==> config.mk <==
export PLATFORM = sky130hd
export DESIGN_NAME = rcs_top
export DESIGN_NICKNAME = d
export VERILOG_FILES = /design/src/pkg/rcs_pkg.sv /design/src/rtl/rcs_top.sv
export SDC_FILE = /design/constraint.sdc
export NUM_CORES = 1
export LEC_CHECK = 0
export BUFFER_PORTS_ARGS = -buffer_cell sky130_fd_sc_hd__buf_4
export CORE_MARGIN = 3
export CORE_UTILIZATION = 45
export DETAILED_ROUTE_END_ITERATION = 12
export GPL_ROUTABILITY_DRIVEN = 0
export PLACE_DENSITY_LB_ADDON = 0.15
export SYNTH_ARGS = -nofsm -noshare
export SYNTH_HDL_FRONTEND = slang
export SYNTH_SLANG_ARGS = --single-unit
export TNS_END_PERCENT = 50
==> constraint.sdc <==
create_clock -name aclk -period 6.3 [get_ports aclk]
set_input_delay 0.945 -clock aclk [delete_from_list [all_inputs] [get_ports aclk]]
set_output_delay 0.945 -clock aclk [all_outputs]
set_load 0.005 [all_outputs]
==> src/pkg/rcs_pkg.sv <==
// constants for the clock status, interrupt and compensation block
`default_nettype none
package rcs_pkg;
  // ==========================================================
  // register byte offsets
  localparam logic [7:0] OFF_TIME       = 8'h00;
  localparam logic [7:0] OFF_ALARM      = 8'h20;
  localparam logic [7:0] OFF_CTRL       = 8'h40;
  localparam logic [7:0] OFF_STATUS     = 8'h44;
  localparam logic [7:0] OFF_INT_CTRL   = 8'h48;
  localparam logic [7:0] OFF_COMP_LOW   = 8'h4c;
  localparam logic [7:0] OFF_COMP_HIGH  = 8'h50;
  localparam logic [7:0] OFF_OSC        = 8'h54;
  localparam logic [7:0] OFF_IRQ_STATUS = 8'h58;
  localparam logic [7:0] OFF_IRQ_MASK   = 8'h5c;
  // ==========================================================
  // field positions
  localparam int CTRL_RUN_BIT     = 0;
  localparam int CTRL_MODE12_BIT  = 3;
  localparam int ST_RESET_BIT     = 7;
  localparam int ST_ALARM_BIT     = 6;
  localparam int INT_ALARM_EN_BIT = 3;
  localparam int INT_TIMER_EN_BIT = 2;
  localparam int OSC_PWRDN_BIT    = 4;
  localparam int TIME_SEC_LSB     = 0;
  localparam int TIME_MIN_LSB     = 8;
  localparam int TIME_HOUR_LSB    = 16;
  localparam int TIME_PM_BIT      = 23;
  localparam int IRQ_ALARM_BIT    = 0;
  localparam int IRQ_TIMER_BIT    = 1;
  // ==========================================================
  // reset values
  localparam logic [7:0]  CTRL_RESET     = 8'h00;
  localparam logic [7:0]  INT_CTRL_RESET = 8'h00;
  localparam logic [7:0]  COMP_RESET     = 8'h00;
  localparam logic [4:0]  OSC_RESET      = 5'h00;
  localparam logic [1:0]  IRQ_RESET      = 2'h0;
  localparam logic [20:0] ALARM_RESET    = 21'h000000;
  // ==========================================================
  // counts and timing
  localparam logic [15:0] CNT_LAST       = 16'h7fff;
  localparam logic [5:0]  SEC_LAST       = 6'h3b;
  localparam logic [5:0]  MIN_LAST       = 6'h3b;
  localparam logic [4:0]  HOUR_LAST      = 5'h17;
  localparam logic [4:0]  HOUR_NOON      = 5'h0c;
  localparam int          CLK_PERIOD_NS  = 100;
  localparam int          TIMER_PULSE_NS = 15000;
  localparam int          TIMER_PULSE_CYC =
    (TIMER_PULSE_NS + CLK_PERIOD_NS - 1) / CLK_PERIOD_NS;
  localparam logic [1:0]  RESP_OKAY      = 2'h0;
  localparam logic [1:0]  RESP_SLVERR    = 2'h2;
endpackage
`default_nettype wire

==> src/rtl/rcs_top.sv <==
// status, interrupt, drift compensation and oscillator control block
`default_nettype none
module rcs_top (
  input  wire logic        aclk,
  input  wire logic        aresetn,
  input  wire logic [7:0]  awaddr,
  input  wire logic        awvalid,
  output logic             awready,
  input  wire logic [31:0] wdata,
  input  wire logic [3:0]  wstrb,
  input  wire logic        wvalid,
  output logic             wready,
  output logic [1:0]       bresp,
  output logic             bvalid,
  input  wire logic        bready,
  input  wire logic [7:0]  araddr,
  input  wire logic        arvalid,
  output logic             arready,
  output logic [31:0]      rdata,
  output logic [1:0]       rresp,
  output logic             rvalid,
  input  wire logic        rready,
  input  wire logic        tick_32k,
  input  wire logic        osc_test_mux_select,
  input  wire logic        test_osc_powerdown,
  input  wire logic [3:0]  test_osc_trim,
  output logic             alarm_irq_n,
  output logic             timer_irq_n,
  output logic             irq,
  output logic             osc_powerdown_ctrl,
  output logic [3:0]       osc_resistance_trim
);

  // ==========================================================
  // declarations
  logic [7:0]  aw_addr;
  logic        aw_full;
  logic [31:0] w_data;
  logic        w_full;
  logic        wr_go;
  logic        rd_go;
  logic [7:0]  ctrl;
  logic [7:0]  int_ctrl;
  logic [7:0]  comp_low;
  logic [7:0]  comp_high;
  logic [4:0]  osc_reg;
  logic [20:0] alarm_time;
  logic [1:0]  irq_status;
  logic [1:0]  irq_mask;
  logic        reset_flag;
  logic        alarm_flag;
  logic        day_elapsed_flag;
  logic        hour_elapsed_flag;
  logic        minute_elapsed_flag;
  logic        second_elapsed_flag;
  logic        run_s1;
  logic        run_s2;
  logic [15:0] cnt32;
  logic [5:0]  sec;
  logic [5:0]  min;
  logic [4:0]  hour;
  logic        tick_run;
  logic        sec_roll;
  logic        min_roll;
  logic        hour_roll;
  logic        day_roll;
  logic        busy;
  logic        alarm_match;
  logic        alarm_match_d;
  logic        alarm_event;
  logic        period_event;
  logic        timer_event;
  logic [7:0]  timer_cnt;
  logic [15:0] comp_value;
  logic [31:0] time_view;
  logic [31:0] next_rdata;
  logic        next_rerr;
  logic        wr_status;
  logic        wr_time;
  logic [4:0]  wr_hour;
  logic        mode12;
  logic        alarm_irq_enable;
  logic        periodic_irq_enable;
  logic [3:0]  wstrb_q;
  // noon in the 24-hour count, shared by both format helpers
  localparam logic [4:0] HOUR_NOON_C = rcs_pkg::HOUR_NOON;

  // ==========================================================
  // hour format helpers
  // 24-hour value to displayed hour (1..12 in 12-hour format)
  function automatic logic [4:0] hour_out(input logic [4:0] h,
                                          input logic m12);
    logic [4:0] r;
    r = h;
    if (m12)
    begin
      if (h == 5'h00)
        r = HOUR_NOON_C;
      else if (h > HOUR_NOON_C)
        r = h - HOUR_NOON_C;
    end
    return r;
  endfunction

  // displayed hour and pm flag back to the 24-hour count
  function automatic logic [4:0] hour_in(input logic [4:0] h,
                                         input logic pm,
                                         input logic m12);
    logic [4:0] r;
    r = h;
    if (m12)
    begin
      r = (h == HOUR_NOON_C) ? 5'h00 : h;
      if (pm)
        r = r + HOUR_NOON_C;
    end
    return r;
  endfunction

  assign mode12              = ctrl[rcs_pkg::CTRL_MODE12_BIT];
  assign alarm_irq_enable    = int_ctrl[rcs_pkg::INT_ALARM_EN_BIT];
  assign periodic_irq_enable = int_ctrl[rcs_pkg::INT_TIMER_EN_BIT];
  assign comp_value          = {comp_high, comp_low};

  // ==========================================================
  // axi4-lite write channel
  // address and data are caught in either order; one write at a time
  assign wr_go = aw_full & w_full & ~bvalid;

  always_ff @(posedge aclk)
  begin
    if (!aresetn)
    begin
      aw_full <= 1'b0;
      aw_addr <= 8'h00;
      awready <= 1'b0;
    end
    else if (awvalid && awready)
    begin
      aw_full <= 1'b1;
      aw_addr <= awaddr;
      awready <= 1'b0;
    end
    else
    begin
      if (wr_go)
        aw_full <= 1'b0;
      if (!aw_full && !bvalid)
        awready <= 1'b1;
    end
  end

  always_ff @(posedge aclk)
  begin
    if (!aresetn)
    begin
      w_full <= 1'b0;
      w_data <= 32'h00000000;
      wready <= 1'b0;
    end
    else if (wvalid && wready)
    begin
      w_full <= 1'b1;
      w_data <= wdata;
      wready <= 1'b0;
    end
    else
    begin
      if (wr_go)
        w_full <= 1'b0;
      if (!w_full && !bvalid)
        wready <= 1'b1;
    end
  end

  // write response; unmapped offsets answer slverr
  always_ff @(posedge aclk)
  begin
    if (!aresetn)
    begin
      bvalid <= 1'b0;
      bresp  <= rcs_pkg::RESP_OKAY;
    end
    else if (wr_go)
    begin
      bvalid <= 1'b1;
      case (aw_addr)
        rcs_pkg::OFF_TIME, rcs_pkg::OFF_ALARM, rcs_pkg::OFF_CTRL,
        rcs_pkg::OFF_STATUS, rcs_pkg::OFF_INT_CTRL,
        rcs_pkg::OFF_COMP_LOW, rcs_pkg::OFF_COMP_HIGH,
        rcs_pkg::OFF_OSC, rcs_pkg::OFF_IRQ_STATUS,
        rcs_pkg::OFF_IRQ_MASK: bresp <= rcs_pkg::RESP_OKAY;
        default:               bresp <= rcs_pkg::RESP_SLVERR;
      endcase
    end
    else if (bready)
      bvalid <= 1'b0;
  end

  // ==========================================================
  // plain control registers; byte lane 0 must be enabled
  always_ff @(posedge aclk)
  begin
    if (!aresetn)
    begin
      ctrl       <= rcs_pkg::CTRL_RESET;
      int_ctrl   <= rcs_pkg::INT_CTRL_RESET;
      comp_low   <= rcs_pkg::COMP_RESET;
      comp_high  <= rcs_pkg::COMP_RESET;
      osc_reg    <= rcs_pkg::OSC_RESET;
      alarm_time <= rcs_pkg::ALARM_RESET;
      irq_mask   <= rcs_pkg::IRQ_RESET;
    end
    else if (wr_go && w_strb_ok(w_data, aw_addr))
    begin
      case (aw_addr)
        rcs_pkg::OFF_CTRL:      ctrl      <= w_data[7:0];
        rcs_pkg::OFF_INT_CTRL:  int_ctrl  <= {4'h0, w_data[3:0]};
        rcs_pkg::OFF_COMP_LOW:  comp_low  <= w_data[7:0];
        rcs_pkg::OFF_COMP_HIGH: comp_high <= w_data[7:0];
        rcs_pkg::OFF_OSC:       osc_reg   <= w_data[4:0];
        rcs_pkg::OFF_ALARM:     alarm_time <= w_data[20:0];
        rcs_pkg::OFF_IRQ_MASK:  irq_mask  <= w_data[1:0];
        default:                ctrl      <= ctrl;
      endcase
    end
  end

  // strobe lane 0 gate, kept as a function so the address is unused
  function automatic logic w_strb_ok(input logic [31:0] d,
                                     input logic [7:0] a);
    logic ok;
    ok = wstrb_q[0];
    return ok;
  endfunction

  always_ff @(posedge aclk)
  begin
    if (!aresetn)
      wstrb_q <= 4'h0;
    else if (wvalid && wready)
      wstrb_q <= wstrb;
  end

  assign wr_status = wr_go & wstrb_q[0] & (aw_addr == rcs_pkg::OFF_STATUS);
  assign wr_time   = wr_go & wstrb_q[0] & (aw_addr == rcs_pkg::OFF_TIME);
  assign wr_hour   = hour_in(w_data[rcs_pkg::TIME_HOUR_LSB +: 5],
                             w_data[rcs_pkg::TIME_PM_BIT], mode12);

  // ==========================================================
  // run request crossing: two stages clocked by the 32 kHz tick
  // so the running state follows the request only after a delay
  always_ff @(posedge aclk)
  begin
    if (!aresetn)
    begin
      run_s1 <= 1'b0;
      run_s2 <= 1'b0;
    end
    else if (tick_32k)
    begin
      run_s1 <= ctrl[rcs_pkg::CTRL_RUN_BIT];
      run_s2 <= run_s1;
    end
  end

  // ==========================================================
  // 32 kHz counter and time of day
  assign tick_run  = tick_32k & run_s2;
  assign sec_roll  = tick_run & (cnt32 == rcs_pkg::CNT_LAST);
  assign min_roll  = sec_roll & (sec == rcs_pkg::SEC_LAST);
  assign hour_roll = min_roll & (min == rcs_pkg::MIN_LAST);
  assign day_roll  = hour_roll & (hour == rcs_pkg::HOUR_LAST);
  // last tick before a rollover is about 30 us, covering the 15 us window
  assign busy      = run_s2 & (cnt32 == rcs_pkg::CNT_LAST);

  // the hourly restart point is minus the compensation, so ffff makes
  // the counter start one ahead and 0001 one behind
  always_ff @(posedge aclk)
  begin
    if (!aresetn)
      cnt32 <= 16'h0000;
    else if (hour_roll)
      cnt32 <= 16'h0000 - comp_value;
    else if (sec_roll)
      cnt32 <= 16'h0000;
    else if (tick_run)
      cnt32 <= cnt32 + 16'h0001;
  end

  // a host time write wins over a simultaneous increment
  always_ff @(posedge aclk)
  begin
    if (!aresetn)
    begin
      sec  <= 6'h00;
      min  <= 6'h00;
      hour <= 5'h00;
    end
    else if (wr_time)
    begin
      sec  <= w_data[rcs_pkg::TIME_SEC_LSB +: 6];
      min  <= w_data[rcs_pkg::TIME_MIN_LSB +: 6];
      hour <= wr_hour;
    end
    else if (sec_roll)
    begin
      sec <= min_roll ? 6'h00 : sec + 6'h01;
      if (min_roll)
        min <= hour_roll ? 6'h00 : min + 6'h01;
      if (hour_roll)
        hour <= day_roll ? 5'h00 : hour + 5'h01;
    end
  end

  // ==========================================================
  // elapsed flags: set by their event, cleared by a status read;
  // a set in the reading cycle wins
  assign rd_go = arvalid & arready;

  always_ff @(posedge aclk)
  begin
    if (!aresetn)
    begin
      day_elapsed_flag    <= 1'b0;
      hour_elapsed_flag   <= 1'b0;
      minute_elapsed_flag <= 1'b0;
      second_elapsed_flag <= 1'b0;
    end
    else
    begin
      if (rd_go && araddr == rcs_pkg::OFF_STATUS)
      begin
        day_elapsed_flag    <= 1'b0;
        hour_elapsed_flag   <= 1'b0;
        minute_elapsed_flag <= 1'b0;
        second_elapsed_flag <= 1'b0;
      end
      if (day_roll)
        day_elapsed_flag <= 1'b1;
      if (hour_roll)
        hour_elapsed_flag <= 1'b1;
      if (min_roll)
        minute_elapsed_flag <= 1'b1;
      if (sec_roll)
        second_elapsed_flag <= 1'b1;
    end
  end

  // ==========================================================
  // alarm: one event on the edge where time reaches the alarm value
  assign alarm_match = ({hour, 2'h0, min, 2'h0, sec} == alarm_time);
  assign alarm_event = alarm_irq_enable & alarm_match & ~alarm_match_d;

  always_ff @(posedge aclk)
  begin
    if (!aresetn)
      alarm_match_d <= 1'b1;
    else
      alarm_match_d <= alarm_match;
  end

  // sticky flags; writing one clears, a new event wins; only bits 7
  // and 6 are writable, the rest ignore host data
  always_ff @(posedge aclk)
  begin
    if (!aresetn)
    begin
      reset_flag <= 1'b1;
      alarm_flag <= 1'b0;
    end
    else
    begin
      if (wr_status && w_data[rcs_pkg::ST_RESET_BIT])
        reset_flag <= 1'b0;
      if (alarm_event)
        alarm_flag <= 1'b1;
      else if (wr_status && w_data[rcs_pkg::ST_ALARM_BIT])
        alarm_flag <= 1'b0;
    end
  end

  always_ff @(posedge aclk)
  begin
    if (!aresetn)
      alarm_irq_n <= 1'b1;
    else
      alarm_irq_n <= ~(alarm_flag | alarm_event);
  end

  // ==========================================================
  // periodic timer pulse
  always_comb
  begin
    case (int_ctrl[1:0])
      2'h0:    period_event = sec_roll;
      2'h1:    period_event = min_roll;
      2'h2:    period_event = hour_roll;
      2'h3:    period_event = day_roll;
      default: period_event = 1'b0;
    endcase
  end

  assign timer_event = periodic_irq_enable & period_event;

  always_ff @(posedge aclk)
  begin
    if (!aresetn)
    begin
      timer_cnt   <= 8'h00;
      timer_irq_n <= 1'b1;
    end
    else if (timer_event)
    begin
      timer_cnt   <= 8'(rcs_pkg::TIMER_PULSE_CYC - 1);
      timer_irq_n <= 1'b0;
    end
    else if (timer_cnt != 8'h00)
      timer_cnt <= timer_cnt - 8'h01;
    else
      timer_irq_n <= 1'b1;
  end

  // ==========================================================
  // summary interrupt: sticky causes, write one clears, set wins
  always_ff @(posedge aclk)
  begin
    if (!aresetn)
      irq_status <= rcs_pkg::IRQ_RESET;
    else
    begin
      if (wr_go && wstrb_q[0] && aw_addr == rcs_pkg::OFF_IRQ_STATUS)
        irq_status <= irq_status & ~w_data[1:0];
      if (alarm_event)
        irq_status[rcs_pkg::IRQ_ALARM_BIT] <= 1'b1;
      if (timer_event)
        irq_status[rcs_pkg::IRQ_TIMER_BIT] <= 1'b1;
    end
  end

  always_ff @(posedge aclk)
  begin
    if (!aresetn)
      irq <= 1'b0;
    else
      irq <= |(irq_status & irq_mask);
  end

  // ==========================================================
  // oscillator control, test path takes over when selected
  always_ff @(posedge aclk)
  begin
    if (!aresetn)
    begin
      osc_powerdown_ctrl  <= 1'b0;
      osc_resistance_trim <= 4'h0;
    end
    else if (!osc_test_mux_select)
    begin
      osc_powerdown_ctrl  <= osc_reg[rcs_pkg::OSC_PWRDN_BIT];
      osc_resistance_trim <= osc_reg[3:0];
    end
    else
    begin
      osc_powerdown_ctrl  <= test_osc_powerdown;
      osc_resistance_trim <= test_osc_trim;
    end
  end

  // ==========================================================
  // read channel
  always_comb
  begin
    time_view = 32'h00000000;
    time_view[rcs_pkg::TIME_SEC_LSB +: 6]  = sec;
    time_view[rcs_pkg::TIME_MIN_LSB +: 6]  = min;
    time_view[rcs_pkg::TIME_HOUR_LSB +: 5] = hour_out(hour, mode12);
    time_view[rcs_pkg::TIME_PM_BIT] = mode12 & (hour >= HOUR_NOON_C);
  end

  always_comb
  begin
    next_rdata = 32'h00000000;
    next_rerr  = 1'b0;
    case (araddr)
      rcs_pkg::OFF_TIME:       next_rdata = time_view;
      rcs_pkg::OFF_ALARM:      next_rdata = {11'h000, alarm_time};
      rcs_pkg::OFF_CTRL:       next_rdata = {24'h000000, ctrl};
      rcs_pkg::OFF_STATUS:
        next_rdata = {24'h000000, reset_flag, alarm_flag,
                      day_elapsed_flag, hour_elapsed_flag,
                      minute_elapsed_flag, second_elapsed_flag,
                      run_s2, busy};
      rcs_pkg::OFF_INT_CTRL:   next_rdata = {24'h000000, int_ctrl};
      rcs_pkg::OFF_COMP_LOW:   next_rdata = {24'h000000, comp_low};
      rcs_pkg::OFF_COMP_HIGH:  next_rdata = {24'h000000, comp_high};
      rcs_pkg::OFF_OSC:        next_rdata = {27'h0000000, osc_reg};
      rcs_pkg::OFF_IRQ_STATUS: next_rdata = {30'h00000000, irq_status};
      rcs_pkg::OFF_IRQ_MASK:   next_rdata = {30'h00000000, irq_mask};
      default:                 next_rerr  = 1'b1;
    endcase
  end

  always_ff @(posedge aclk)
  begin
    if (!aresetn)
    begin
      arready <= 1'b0;
      rvalid  <= 1'b0;
      rdata   <= 32'h00000000;
      rresp   <= rcs_pkg::RESP_OKAY;
    end
    else if (rd_go)
    begin
      arready <= 1'b0;
      rvalid  <= 1'b1;
      rdata   <= next_rdata;
      rresp   <= next_rerr ? rcs_pkg::RESP_SLVERR : rcs_pkg::RESP_OKAY;
    end
    else if (rvalid && rready)
      rvalid <= 1'b0;
    else if (!rvalid)
      arready <= 1'b1;
  end

endmodule
`default_nettype wire

==> impl_metrics.toml <==
[clock_network]
cts-htree-levels = 4
clock_latency_ns = 0.44
clockBufferDepth = 2
cts.sinks = 178
cts.clk_slew.worst_paths_ns = 0.07
cts-buffers-inserted = 17
cts_tree = "built"
hold_buffers = 0
postCtsSetupBuffers = 0
root_buffer = "clkbuf_16"
post_cts_resized = 0

[yosys]
synth_edf_count = 0
ys_async_sr_fraction_pct = 0
synth_cells = 1080
yosys_warnings = 0
synth_ff_type = "dfxtp_1"
seq_area_frac_synth_pct = 41.0
ys_ff_latch = 178
synth_cell_types = 74
syn_avg_cell_area_um2 = 8.05
synth_area_mm2 = 0.00869

[timing]
drv_slew = 0
fin_crit_sh_pct = 47.4
fmax_mhz = 335
rsz0062_at_grt = "no"
fin_crit_ns = 2.99
timing.slew.headroom_pct = 32.8
setup_viol_count_final = 0
worstMarginPinSlew_ns = 1.01
fin_skew_ns = 0.0129
tns_ns = 0
hold_viol = 0

[cells_and_area]
fin_cells = 1397
syn2layout_area_growth_pct = 15.1
multi_input_area_mm2 = 0.00471
drive_above_1_share_pct = 13.1
fill_cells = 1810
seq_area_mm2 = 0.00356
diodes = 0
reg.largest.list = "rdata x22, w_data x22, alarm_time x21"
final_util_pct = 53.1
nNetsFinal = 1201

[setup_path]
crit_family = "simple AND/OR/NAND/NOR gates"
crit_chain = "buf_4, nand2_1, nor3_2, nand2_1, nor2_2, o21ai_0, a21oi_1"
start_kind = "input pin"
cp_slowest_stage_delay_ns = 0.67
cp_slowest_cell = "nor2_2"
crit_buf_inv = 1
endpoint_kind = "flop"
crit_fanout = 15
crit_top_cell = "nand2_1"
crit_required_ns = 6.66
arrival_ns = 3.34
crit_type = "in -> reg"

[global_routing]
grt_max_degree = 74
grt_first_pass_wirelength_um = 38800
grt_pass1_vias = 7076
antenna_found_initial = 0
overflow = 0
grt_use_total_pct = 22.7

[run]
max_cap_viol_count = 0

[placed_design]
dp_hpwl_um = 16900
port_buffers = 89
place_inst = 1365

[routing]
via_per_inst = 5.52
detail_route.first_pass.iterations = 5
dr.first_iter.drc_count = 615
num_vias = 7715
drc = 0
postRouteAntennaNets = 0
wl_um = 24200
wire_per_inst_um = 17.4

[floorplan]
start_util_pct = 46.1
pin_count = 115
rows = 50
dieArea_mm2 = 0.0210
coreArea_mm2 = 0.0188
fp.dieW_um = 145
die-height_um = 145

[min_path]
hp-class = "reg -> reg"

[outcome]
status = "finished, final reports clean"

[power_and_ir_drop]
ir_drop_mv = 0.214
power.leakage_uw = 0.00373
power_density_mw_per_mm2 = 256
## tightest hold or removal path: stages, from the launching register on
cell and delay, ns:
dfxtp_1 0.31, nand2_1 0.05, a21oi_1 0.05
## cells by family after synthesis
group,share of synthesized area [%]
adder cells (fa/ha/maj),1.58
AND/OR/NAND/NOR,23.9
buffers and inverters,5.23
other,0.0432
AO/OA/AOI/OAI,17.0
XOR/XNOR,3.73
flip-flops,41.0
multiplexers,7.55
## final timing paths
kind / startpoint / endpoint / slack, ns / depth (start not counted)
max reg2reg: cnt32[0] / cnt32[14] / 3.39 / 7
min: aw_addr[1] / aw_addr[1] / 0.46 / 2
max: tick_32k / cnt32[14] / 3.31 / 7
min reg2reg: aw_addr[1] / aw_addr[1] / 0.46 / 2
## layout by cell type, fill, tap and decap left out, drive strengths merged, types with 11 or more instances in the layout
cell type,count
a22oi,14
ha,11
mux2i,61
nor2,119
a21oi,101
o21ai,54
inv,30
nand2,166
nand3,35
nor3,31
a31oi,24
xnor2,22
xor2,15
dfxtp,178
clkbuf,19
nand4,13
or3,15
conb,12
buf,92
## final cells by class
class                   count  share of cell area, %
multi-input cells         809                   47.1
well taps                 260                   3.25
repair buffers             92                   6.91
flip-flops and latches    178                   35.6
clock inverters            13                   1.75
inverters                  26                   1.00
clock buffers              19                   4.33
## cell usage after synthesis, types with 5 or more instances
| cell | count | area, µm² |
|---|---|---|
| or3_1 | 15 | 93.8 |
| nor3_1 | 28 | 140 |
| nand2_1 | 165 | 619 |
| buf_2 | 6 | 30.0 |
| xnor2_1 | 22 | 193 |
| a22oi_1 | 14 | 105 |
| dfxtp_1 | 178 | 3560 |
| xor2_1 | 15 | 131 |
| nand3_1 | 34 | 170 |
| nor3b_1 | 5 | 37.5 |
| o22ai_1 | 8 | 50.1 |
| nor2_1 | 116 | 435 |
| nand2b_1 | 8 | 50.1 |
| buf_1 | 5 | 18.8 |
| a21oi_1 | 101 | 505 |
| a31oi_1 | 24 | 150 |
| o21ai_0 | 51 | 255 |
| nand4_1 | 12 | 75.1 |
| mux2i_1 | 61 | 611 |
| clkbuf_1 | 53 | 199 |
| and2_1 | 7 | 43.8 |
| ha_1 | 11 | 138 |
| buf_4 | 13 | 97.6 |
| nand3b_1 | 7 | 52.6 |
| inv_1 | 26 | 97.6 |
| nor2b_1 | 7 | 43.8 |
## routing by layer
layer	part of all wire (%)	track usage, %
met2	45	34.6
met4	1.4	5.46
met5	0	0
met3	5.6	4.72
met1	48	32.9
## report_power, final
part / leakage [µW] / switching, µW / internal (µW) / total [µW]
Sequential: 0.00144 / 40.6 / 1160 / 1200
Combinational: 0.00200 / 137 / 108 / 245
Clock: 0.000294 / 477 / 633 / 1110
## per-stage QoR
| stage | hold slack (ns) | worst slack (ns) | power (µW) | cell area, µm² |
|---|---|---|---|---|
| floorplan | 0.423 | 3.78 | 1400 | 8730 |
| detailed placement | 0.450 | 2.88 | 1470 | 9390 |
| CTS | 0.460 | 3.35 | 2570 | 10000 |
| global route | 0.474 | 3.11 | 2650 | 10000 |
| finish | 0.456 | 3.31 | 2560 | 10000 |
| global placement | 0.442 | 2.88 | 1470 | 9390 |
(Power assumes the default switching activity.)
